<file path="src/spsc_defines.svh">
// constants of the serial port status and control block
// assumes a 100 MHz sys_clk and a word-addressed Avalon-MM slave
`ifndef SPSC_DEFINES_SVH
`define SPSC_DEFINES_SVH

// -------------------------------------------------------------
// register word addresses
// -------------------------------------------------------------
`define SPSC_ADDR_STAT      3'h0
`define SPSC_ADDR_BUF       3'h1
`define SPSC_ADDR_IRQ_STAT  3'h2
`define SPSC_ADDR_IRQ_MASK  3'h3

// -------------------------------------------------------------
// field positions and reset values
// -------------------------------------------------------------
`define SPSC_BIT_ENABLE     15
`define SPSC_BIT_IDLE_STOP  13
`define SPSC_BIT_OVERFLOW   6
`define SPSC_BIT_TX_FULL    1
`define SPSC_BIT_RX_FULL    0
`define SPSC_STAT_RESERVED  16'h5FBC
`define SPSC_STAT_RESET     16'h0000
`define SPSC_IRQ_DONE       0
`define SPSC_IRQ_OVERFLOW   1
`define SPSC_IRQ_RESET      2'h0
`define SPSC_WORD_RESET     16'h0000
`define SPSC_LAST_BIT       4'hF

`endif

</file>
<file path="src/spsc_pkg.sv">
// types of the serial port status and control block
// assumes spsc_defines.svh is not needed here: types only
package spsc_pkg;

  typedef struct packed {
    logic [15:0] sr;
    logic [3:0]  cnt;
    logic        sdo;
  } spsc_shift_state_t;

  typedef struct packed {
    logic [1:0]  sck_s;
    logic [1:0]  sdi_s;
    logic [1:0]  sel_s;
    logic        sck_d;
    logic        enable;
    logic        idle_stop;
    logic        ovf;
    logic        tbf;
    logic        rbf;
    logic [15:0] tx;
    logic [15:0] rx;
    logic [1:0]  irq_stat;
    logic [1:0]  irq_mask;
    logic        waitrequest;
    logic [31:0] readdata;
    logic        irq;
    logic        sdo_oe;
  } spsc_top_state_t;

endpackage

</file>
<file path="src/spsc_shifter.sv">
// 16-bit slave shift register, msb first, sample on rise, drive on fall
// assumes clock edges arrive already synchronised and qualified
`include "spsc_defines.svh"

module spsc_shifter (
  input  wire logic        clk,
  input  wire logic        reset_n,
  input  wire logic        enable,
  input  wire logic        selected,
  input  wire logic        sck_rise,
  input  wire logic        sck_fall,
  input  wire logic        sdi,
  input  wire logic        tx_valid,
  input  wire logic [15:0] tx_word,
  output logic             tx_taken,
  output logic             done,
  output logic [15:0]      rx_word,
  output logic             sdo
);

  spsc_pkg::spsc_shift_state_t st;
  spsc_pkg::spsc_shift_state_t next_st;

  assign sdo = st.sdo;

  always_comb
  begin
    next_st  = st;
    done     = 1'b0;
    tx_taken = 1'b0;
    rx_word  = {st.sr[14:0], sdi};
    if (!enable || !selected)
    begin
      // deselect aborts a partial word
      next_st.cnt = 4'h0;
    end
    else if (sck_rise)
    begin
      next_st.sr  = rx_word;
      next_st.cnt = st.cnt + 4'h1;
      done        = (st.cnt == `SPSC_LAST_BIT);
    end
    else if (sck_fall)
    begin
      next_st.sdo = st.sr[15];
    end
    // load only between words so a running word is never corrupted
    if (tx_valid && (done || (st.cnt == 4'h0 && !sck_rise)))
    begin
      next_st.sr  = tx_word;
      next_st.sdo = tx_word[15];
      tx_taken    = 1'b1;
    end
  end

  always_ff @(posedge clk or negedge reset_n)
  begin
    if (!reset_n)
      st <= '0;
    else
      st <= next_st;
  end

endmodule

</file>
<file path="src/spsc_top.sv">
// serial port status and control: registers, pin sync, shifter, interrupt
// assumes an Avalon-MM master on sys_clk and a slave-mode link whose
// clock is far slower than sys_clk (sampled, not used as a clock)
//
// The address map and the Avalon-MM interface to the registers were left to the implementer.
`include "spsc_defines.svh"

module spsc_top (
  input  wire logic        sys_clk,
  input  wire logic        reset_n,
  input  wire logic [2:0]  address,
  input  wire logic        read,
  input  wire logic        write,
  input  wire logic [31:0] writedata,
  input  wire logic [3:0]  byteenable,
  output logic [31:0]      readdata,
  output logic             waitrequest,
  output logic             irq,
  input  wire logic        idle_mode,
  input  wire logic        serial_clock_pin,
  input  wire logic        serial_in_pin,
  input  wire logic        select_pin_n,
  output logic             serial_out_pin,
  output logic             serial_out_oe
);

  spsc_pkg::spsc_top_state_t st;
  spsc_pkg::spsc_top_state_t next_st;

  logic        run;
  logic        sck_rise;
  logic        sck_fall;
  logic        req;
  logic        tx_taken;
  logic        done;
  logic [15:0] rx_word;
  logic [15:0] stat_word;

  assign readdata      = st.readdata;
  assign waitrequest   = st.waitrequest;
  assign irq           = st.irq;
  assign serial_out_oe = st.sdo_oe;

  // -------------------------------------------------------------
  // link qualification
  // -------------------------------------------------------------
  // overflow and idle-stop freeze the port by hiding clock edges
  assign run = st.enable && !(idle_mode && st.idle_stop)
               && !st.ovf;
  assign sck_rise = run && st.sck_s[1] && !st.sck_d;
  assign sck_fall = run && !st.sck_s[1] && st.sck_d;
  assign req      = (read || write) && st.waitrequest;

  assign stat_word = {st.enable, 1'b0, st.idle_stop, 6'h00,
                      st.ovf, 4'h0, st.tbf, st.rbf};

  spsc_shifter u_shifter (
    .clk      (sys_clk),
    .reset_n  (reset_n),
    .enable   (st.enable),
    .selected (!st.sel_s[1]),
    .sck_rise (sck_rise),
    .sck_fall (sck_fall),
    .sdi      (st.sdi_s[1]),
    .tx_valid (st.tbf),
    .tx_word  (st.tx),
    .tx_taken (tx_taken),
    .done     (done),
    .rx_word  (rx_word),
    .sdo      (serial_out_pin)
  );

  // -------------------------------------------------------------
  // next state
  // -------------------------------------------------------------
  always_comb
  begin
    next_st       = st;
    next_st.sck_s = {st.sck_s[0], serial_clock_pin};
    next_st.sdi_s = {st.sdi_s[0], serial_in_pin};
    next_st.sel_s = {st.sel_s[0], select_pin_n};
    next_st.sck_d = st.sck_s[1];
    next_st.sdo_oe = st.enable && !st.sel_s[1];
    // one wait cycle, then a single ready cycle per request
    next_st.waitrequest = !req;

    // bus side: clears first, so hardware sets below win
    if (req && read)
    begin
      unique case (address)
        `SPSC_ADDR_STAT:
          next_st.readdata = {16'h0000, stat_word};
        `SPSC_ADDR_BUF:
        begin
          next_st.readdata = {16'h0000, st.rx};
          next_st.rbf      = 1'b0;
        end
        `SPSC_ADDR_IRQ_STAT:
          next_st.readdata = {30'h0, st.irq_stat};
        `SPSC_ADDR_IRQ_MASK:
          next_st.readdata = {30'h0, st.irq_mask};
        default:
          next_st.readdata = 32'h0000_0000;
      endcase
    end
    if (req && write)
    begin
      unique case (address)
        `SPSC_ADDR_STAT:
        begin
          if (byteenable[1])
          begin
            next_st.enable    = writedata[`SPSC_BIT_ENABLE];
            next_st.idle_stop = writedata[`SPSC_BIT_IDLE_STOP];
          end
          if (byteenable[0] && !writedata[`SPSC_BIT_OVERFLOW])
            next_st.ovf = 1'b0;
        end
        `SPSC_ADDR_BUF:
        begin
          if (byteenable[0])
            next_st.tx[7:0] = writedata[7:0];
          if (byteenable[1])
            next_st.tx[15:8] = writedata[15:8];
          next_st.tbf = 1'b1;
        end
        `SPSC_ADDR_IRQ_STAT:
          if (byteenable[0])
            next_st.irq_stat = st.irq_stat & ~writedata[1:0];
        `SPSC_ADDR_IRQ_MASK:
          if (byteenable[0])
            next_st.irq_mask = writedata[1:0];
        default:
          next_st.irq_mask = st.irq_mask;
      endcase
    end

    // hardware side
    // a write landing with the load keeps the new word pending
    if (tx_taken && !(req && write && address == `SPSC_ADDR_BUF))
      next_st.tbf = 1'b0;
    if (done)
    begin
      next_st.irq_stat[`SPSC_IRQ_DONE] = 1'b1;
      if (st.rbf)
      begin
        // new word is lost, buffer keeps the unread one
        next_st.ovf = 1'b1;
        next_st.irq_stat[`SPSC_IRQ_OVERFLOW] = 1'b1;
      end
      else
      begin
        next_st.rx  = rx_word;
        next_st.rbf = 1'b1;
      end
    end
    next_st.irq = |(next_st.irq_stat & next_st.irq_mask);
  end

  always_ff @(posedge sys_clk or negedge reset_n)
  begin
    if (!reset_n)
    begin
      st             <= '0;
      st.sel_s       <= 2'h3;
      st.waitrequest <= 1'b1;
    end
    else
    begin
      st <= next_st;
    end
  end
endmodule

</file>
<file path="config.mk">
export PLATFORM = sky130hd
export DESIGN_NAME = spsc_top
export DESIGN_NICKNAME = d
export VERILOG_FILES = /design/src/spsc_pkg.sv /design/src/spsc_shifter.sv /design/src/spsc_top.sv
export VERILOG_INCLUDE_DIRS = /design/src /design/src/src
export SDC_FILE = /design/constraint.sdc
export NUM_CORES = 1
export LEC_CHECK = 0
export BUFFER_PORTS_ARGS = -buffer_cell sky130_fd_sc_hd__buf_2
export CAP_MARGIN = 20
export CORE_MARGIN = 1
export CORE_UTILIZATION = 54
export CTS_CLUSTER_SIZE = 28
export DETAILED_ROUTE_END_ITERATION = 7
export PLACE_DENSITY_LB_ADDON = 0.05
export SLEW_MARGIN = 20
export SYNTH_ARGS = -nofsm -noshare
export SYNTH_HDL_FRONTEND = slang
export SYNTH_SLANG_ARGS = --single-unit
</file>
<file path="constraint.sdc">
create_clock -name sys_clk -period 2.33 [get_ports sys_clk]
set_clock_uncertainty 0.05 [all_clocks]
set_input_delay 0.1165 -clock sys_clk [delete_from_list [all_inputs] [get_ports sys_clk]]
set_output_delay 0.1165 -clock sys_clk [all_outputs]
set_load 0.01 [all_outputs]
</file>
==> reports/metrics.yaml, run 1 <==
status: "complete, no violations"
final_cells: 470
nFillCells: 530
crit_slowest_cell: "or3_1"
period_needed_ns: 1.97
syn_inst: 309
dpl.hpwl_mm: 4.78
num_vias: 2404
slew_headroom_pct: 54.6
synth_top_cell_area_share_pct: 53.6
drive_above_1_share_pct: 39.6
cts-resized-gates: 0
ys_top_cells_by_area: "dfrtp_1 54%, mux2_2 17%, buf_4 6.2%"
synth_area_um2: 3970
drc: 0
hold_path.class: "in -> reg"
r2r_cells: 5
grt_max_degree: 47
avgSynthCellArea_um2: 12.8
hold_end: "st[72]"
routed_wl_mm: 6.83
setup-tns-final_ns: 0
cap_violations: 0
final-max-slew-violation-count: 0
power.density_nw_per_um2: 751
placed_area_um2: 4180
viasPerCell: 5.11
dpl.cell_count: 432
clkSlewWorstSetupHoldPaths_ns: 0.08
chipHeight_um: 87.7
core_area_um2: 6940
antenna_found_initial: 0
r2r_slack_ns: 0.36
yosys_warnings: 0
crit_path_cell_trace: "and2b_2, nand4_2, or3_1, buf_12, mux2_4"
std_cell_rows: 30
cp_slowest_stage_delay_ns: 0.49
drt_iter0_drc: 131
boundaryPins: 83
cp_max_fo: 13
cts_buffer_depth: 2
synth.distinct_cells: 41
cts_sinks: 88
hold_viol_final: 0
total_power_mw: 3.46
regToRegStartpoint: "st[73]"
leakagePower_nw: 2.30
grt_overflow: 0
final_common_cell: "dfrtp_1"
ys_seq_area_share_pct: 55.6
crit_arrival_ns: 2.15
diodes: 0
rsz0062_at_grt: "no"
first_pass_iters: 4
nets: 418
critPathKind: "reg -> reg"
setup_viol: 0
post-route-period-util_pct: 84.6
ir_drop_mv: 0.641
worst_pin_slew_ns: 0.681
start_util_pct: 57.2
dieArea_um2: 7700
finalInstanceArea_um2: 4600
track_usage_pct: 20.0
clock_latency_ns: 0.35
root_buffer: "clkbuf_8"
numCtsBuffers: 9
yosys.area.top_type: "dfrtp_1"
layout_common_cells: "85 x dfrtp_1, 60 x mux2_2, 47 x buf_2"
gp_congestion: 0.780
grt_pass1_vias: 2229
clock.fmax_mhz: 508
hp-start: "write"
rr_endpoint: "st[48]"
detail-route-antenna-nets: 0
area_growth_pct: 16.0
cp.required_ns: 2.51
end_kind: "register"
hold_buffers: 22
post_cts_buffers: 0
die_w_um: 87.7
worst_setup_path_start_kind: "register"
synth-seq-cells: 88
cts_tree: "yes"
portBuffers: 48
cts_max_level: 3
wl_per_cell_um: 14.5
min_path_cells: 2
grt_pass1_wl_mm: 11.3
-- cell families after synthesis --
logic type | synth area share (%)
AOI/OAI and AO/OA | 4.51
buffers and inverters | 8.07
xor gates and xnor gates | 0.662
adders and majority gates | 0.630
other | 0.0945
and+or+nand+nor | 8.39
DFF | 55.6
muxes | 22.1
-- critical path, delay by kind of cell (launching register included) --
kind                   cells  cell delay [ns]
buffers and inverters      1             0.23
flip-flops                 1             0.41
multiplexers               1             0.29
AND/OR/NAND/NOR            3             0.88
-- layer usage --
| layer | wire (µm) | share of wire, % | track usage (%) |
|---|---|---|---|
| met3 | 307 | 4.5 | 5.84 |
| met4 | 67 | 0.98 | 6.11 |
| met2 | 2980 | 44 | 28.0 |
| met1 | 3480 | 51 | 30.2 |
| met5 | 0 | 0 | 0 |
-- layout make-up --
class	count	area, µm²	area share (%)
clock buffers	12	155	3.37
clock inverters	4	52.6	1.14
inverters	5	18.8	0.408
multi-input cells	188	1500	32.6
flip-flops and latches	88	2210	47.9
well taps	96	120	2.61
repair buffers	77	553	12.0
-- registers in the layout, summed over array words and instances, names as in the netlist --
name / count
u_shifter.sdo: 1
st: 44
readdata: 16
irq: 1
next_st: 4
serial_out_oe: 1
u_shifter.st: 5
waitrequest: 1
u_shifter.rx_word: 15
-- how the worst max path moves through the flow --
stage          startpoint              endpoint  slack (ns)  cells past startpoint
3_3_place_gp       st[73]                st[46]        0.38                      5
3_5_place_dp       st[73]                st[47]        0.37                      5
4_1_cts            st[73]                st[48]        0.35                      5
2_1_floorplan      st[78]  u_shifter.rx_word[1]        0.38                      6
5_1_grt            st[75]                st[49]        0.25                      6
6_report           st[73]                st[48]        0.36                      5
-- where the power goes --
part	internal (mW)	total, mW	leakage [nW]	switching, mW
combinational	0.302	0.503	1.03	0.201
clock	0.557	1.08	0.107	0.522
sequential	1.73	1.87	1.16	0.139
total	2.59	3.46	2.30	0.862
-- cell usage after synthesis, drive strengths merged --
cell and count:
o2bb2ai 1, nor3b 1, nand3 3, mux4 2, a2bb2o 1, a32o 1, conb 1, nor4 1
dfrtp 85, nor2 16, clkbuf 7, and4b 1, nand3b 1, mux2i 2, nand2 28, nand4 6
dfstp 3, or3 1, a2bb2oi 3, and2b 2, mux2 69, xnor2 1, and3 4, a221oi 3
nand2b 1, xor2 2, inv 5, and2 3, o21ai 13, a22o 3, buf 36, ha 2
nor3 1
-- metrics by stage --
step	setup WS [ns]	hold WS, ns	util, %
floorplan	0.385	-0.229	-
global placement	0.376	0.0927	60.1
detailed placement	0.366	0.0899	60.1
CTS	0.348	0.00633	66.3
global route	0.250	0.0236	66.3
finish	0.360	0.0225	66.3
(Power assumes the default switching activity.)
==> run 2: changes to the inputs <==
clock period = 2 ns   (was 2.33 ns; I/O delays follow)
==> reports/metrics.yaml, run 2 (same netlist as run 1, synthesis figures left out) <==
nFillCells: 523  # -1.3%
grt.met2_usage_pct: 28.5  # +0.56 points
cp_slowest_stage_delay_ns: 0.41  # -0.08 ns
period_needed_ns: 1.91  # -0.0561 ns
largest_reg_flops: 44  # unchanged
setup-tns-final_ns: 0  # unchanged
clkSlewWorstSetupHoldPaths_ns: 0.09  # about the same
start_util_pct: 57.2  # unchanged
dpl.hpwl_mm: 5.01  # +4.7%
power.density_nw_per_um2: 894  # +19%
viasPerCell: 5.09  # -0.44%
root_buffer: "clkbuf_8"
hold_path.class: "in -> reg"
grt_overflow: 0  # unchanged
hold_viol_final: 0  # unchanged
std_cell_rows: 30  # unchanged
clock_latency_ns: 0.35  # about the same
post-route-period-util_pct: 95.7  # +11 points
drive_above_1_share_pct: 40.7  # +1.1 points
crit_buf_inv: 1  # unchanged
first_pass_iters: 4  # unchanged
grt_pass1_vias: 2309  # +3.6%
cap_violations: 0  # unchanged
cts_max_level: 3  # unchanged
die_w_um: 87.7  # unchanged
gp_congestion: 0.772  # -1.0%
crit_slowest_cell: "dfrtp_1"
worst_pin_slew_ns: 0.547  # -0.134 ns
final-seq-area_um2: 2210  # unchanged
use_met3_pct: 3.96  # -1.9 points
cts_buffer_depth: 2  # unchanged
clock.fmax_mhz: 522  # +2.9%
ir_drop_mv: 0.510  # -21%
cts_sinks: 88  # unchanged
end_kind: "register"
fin_hold_ws_ns: 0.0967  # +0.0742 ns
area_growth_pct: 17.6
antenna_found_initial: 0  # unchanged
multi_input_area_um2: 1500  # unchanged
detail-route-antenna-nets: 0  # unchanged
boundaryPins: 83  # unchanged
crit_arrival_ns: 2.10  # -0.05 ns
crit_path_cell_trace: "and2b_2, nand4_2, or3_1, buf_4, mux2_4"
post_cts_buffers: 0  # unchanged
grt-busiest-layer: "met1"
grt_max_degree: 47  # unchanged
worst_setup_path_start_kind: "register"
core_area_um2: 6940  # unchanged
setup_viol: 0  # unchanged
cts_tree: "yes"
status: "complete, no violations"
slew_headroom_pct: 63.2  # +8.6 points
nets: 425  # +1.7%
diodes: 0  # unchanged
leakagePower_nw: 2.32  # +1.0%
numCtsBuffers: 9  # unchanged
critical-path-top-delay-family: "simple AND/OR/NAND/NOR gates"
chipHeight_um: 87.7  # unchanged
routed_wl_mm: 7.17  # +5.1%
grt_pass1_wl_mm: 11.7  # +4.1%
cts-resized-gates: 0  # unchanged
cp.required_ns: 2.18  # -0.33 ns
drc: 0  # unchanged
layout_common_cells: "85 x dfrtp_1, 60 x mux2_2, 47 x buf_2"
critPathKind: "reg -> reg"
dieArea_um2: 7700  # unchanged
final_common_cell: "dfrtp_1"
final-max-slew-violation-count: 0  # unchanged
use_met1_pct: 32.0  # +1.8 points
wl_per_cell_um: 15.0  # +3.5%
drt_iter0_drc: 60  # -54%
rsz0062_at_grt: "no"
track_usage_pct: 20.8  # +0.75 points
cp_max_fo: 17  # +4
portBuffers: 48  # unchanged
max_flop_register: "st"
num_vias: 2429  # +1.0%
## run 2: cell count changes in the layout (fill, tap and decap cells not counted), sizes merged
cell | before | now
clkinv | 3 | 0
bufinv | 1 | 2
buf | 55 | 61
clkbuf | 12 | 10
clkinvlp | 0 | 3
dlygate4sd3 | 22 | 23
inv | 5 | 6
## run 2: worst min-delay path: cells and delay by family
family / cells / cell delay (ns)
simple gates: 1 / 0.09
compound gates: 1 / 0.07
buf+inv: 2 / 0.20
## run 2: path summary, 6_finish.rpt
path / startpoint / endpoint / slack, ns / cells after the start
worst min register to register: next_st[78] / st[78] / 0.31 / 0
worst min-delay path: address[1] / st[37] / 0.1 / 4
min in group asynchronous: reset_n / u_shifter.st[1] / 0.24 / 2
worst max-delay path: st[73] / st[50] / 0.09 / 5
worst max register to register: st[73] / st[50] / 0.09 / 5
max in group asynchronous: reset_n / st[80] / 1.03 / 3
## run 2: timing repair
item | in CTS | in global routing
hold endpoints to repair | 64 | 0
setup endpoints to repair | 0 | 0
hold buffers | 23 | 0
## run 2: metrics by stage
step / util (%) / setup slack [ns] / total power, mW / cell area (µm²) / instances
2_1_floorplan: - / 0.0546 / 2.61 / 4030 / 324
3_3_place_gp: 60.6 / 0.124 / 2.78 / 4210 / 438
3_5_place_dp: 60.6 / 0.0954 / 2.80 / 4210 / 438
4_1_cts: 67.2 / 0.0773 / 4.22 / 4670 / 477
5_1_grt: 67.2 / 0.000465 / 4.38 / 4670 / 477
6_report: 67.2 / 0.0858 / 4.18 / 4670 / 477
## run 2: where the power goes
part | switching [mW] | leakage [nW] | total, mW | internal (mW)
Combinational | 0.244 | 1.05 | 0.611 | 0.366
Sequential | 0.164 | 1.16 | 2.18 | 2.02
Clock | 0.638 | 0.105 | 1.38 | 0.742
Total | 1.05 | 2.32 | 4.18 | 3.13
## run 2: area by class of cell
| cell class | instances | area share, % |
|---|---|---|
| flip-flops and latches | 88 | 47.3 |
| multi-input cells | 188 | 32.1 |
| repair buffers | 84 | 12.8 |
| clock buffers | 10 | 2.95 |
| well taps | 96 | 2.57 |
| clock inverters | 6 | 1.96 |
| inverters | 5 | 0.402 |
## run 2: layer usage
metal	vias up	routed length, µm
met5	-	0
met4	0	81
met3	8	273
met2	66	3150
met1	1193	3670
li1	1162	-
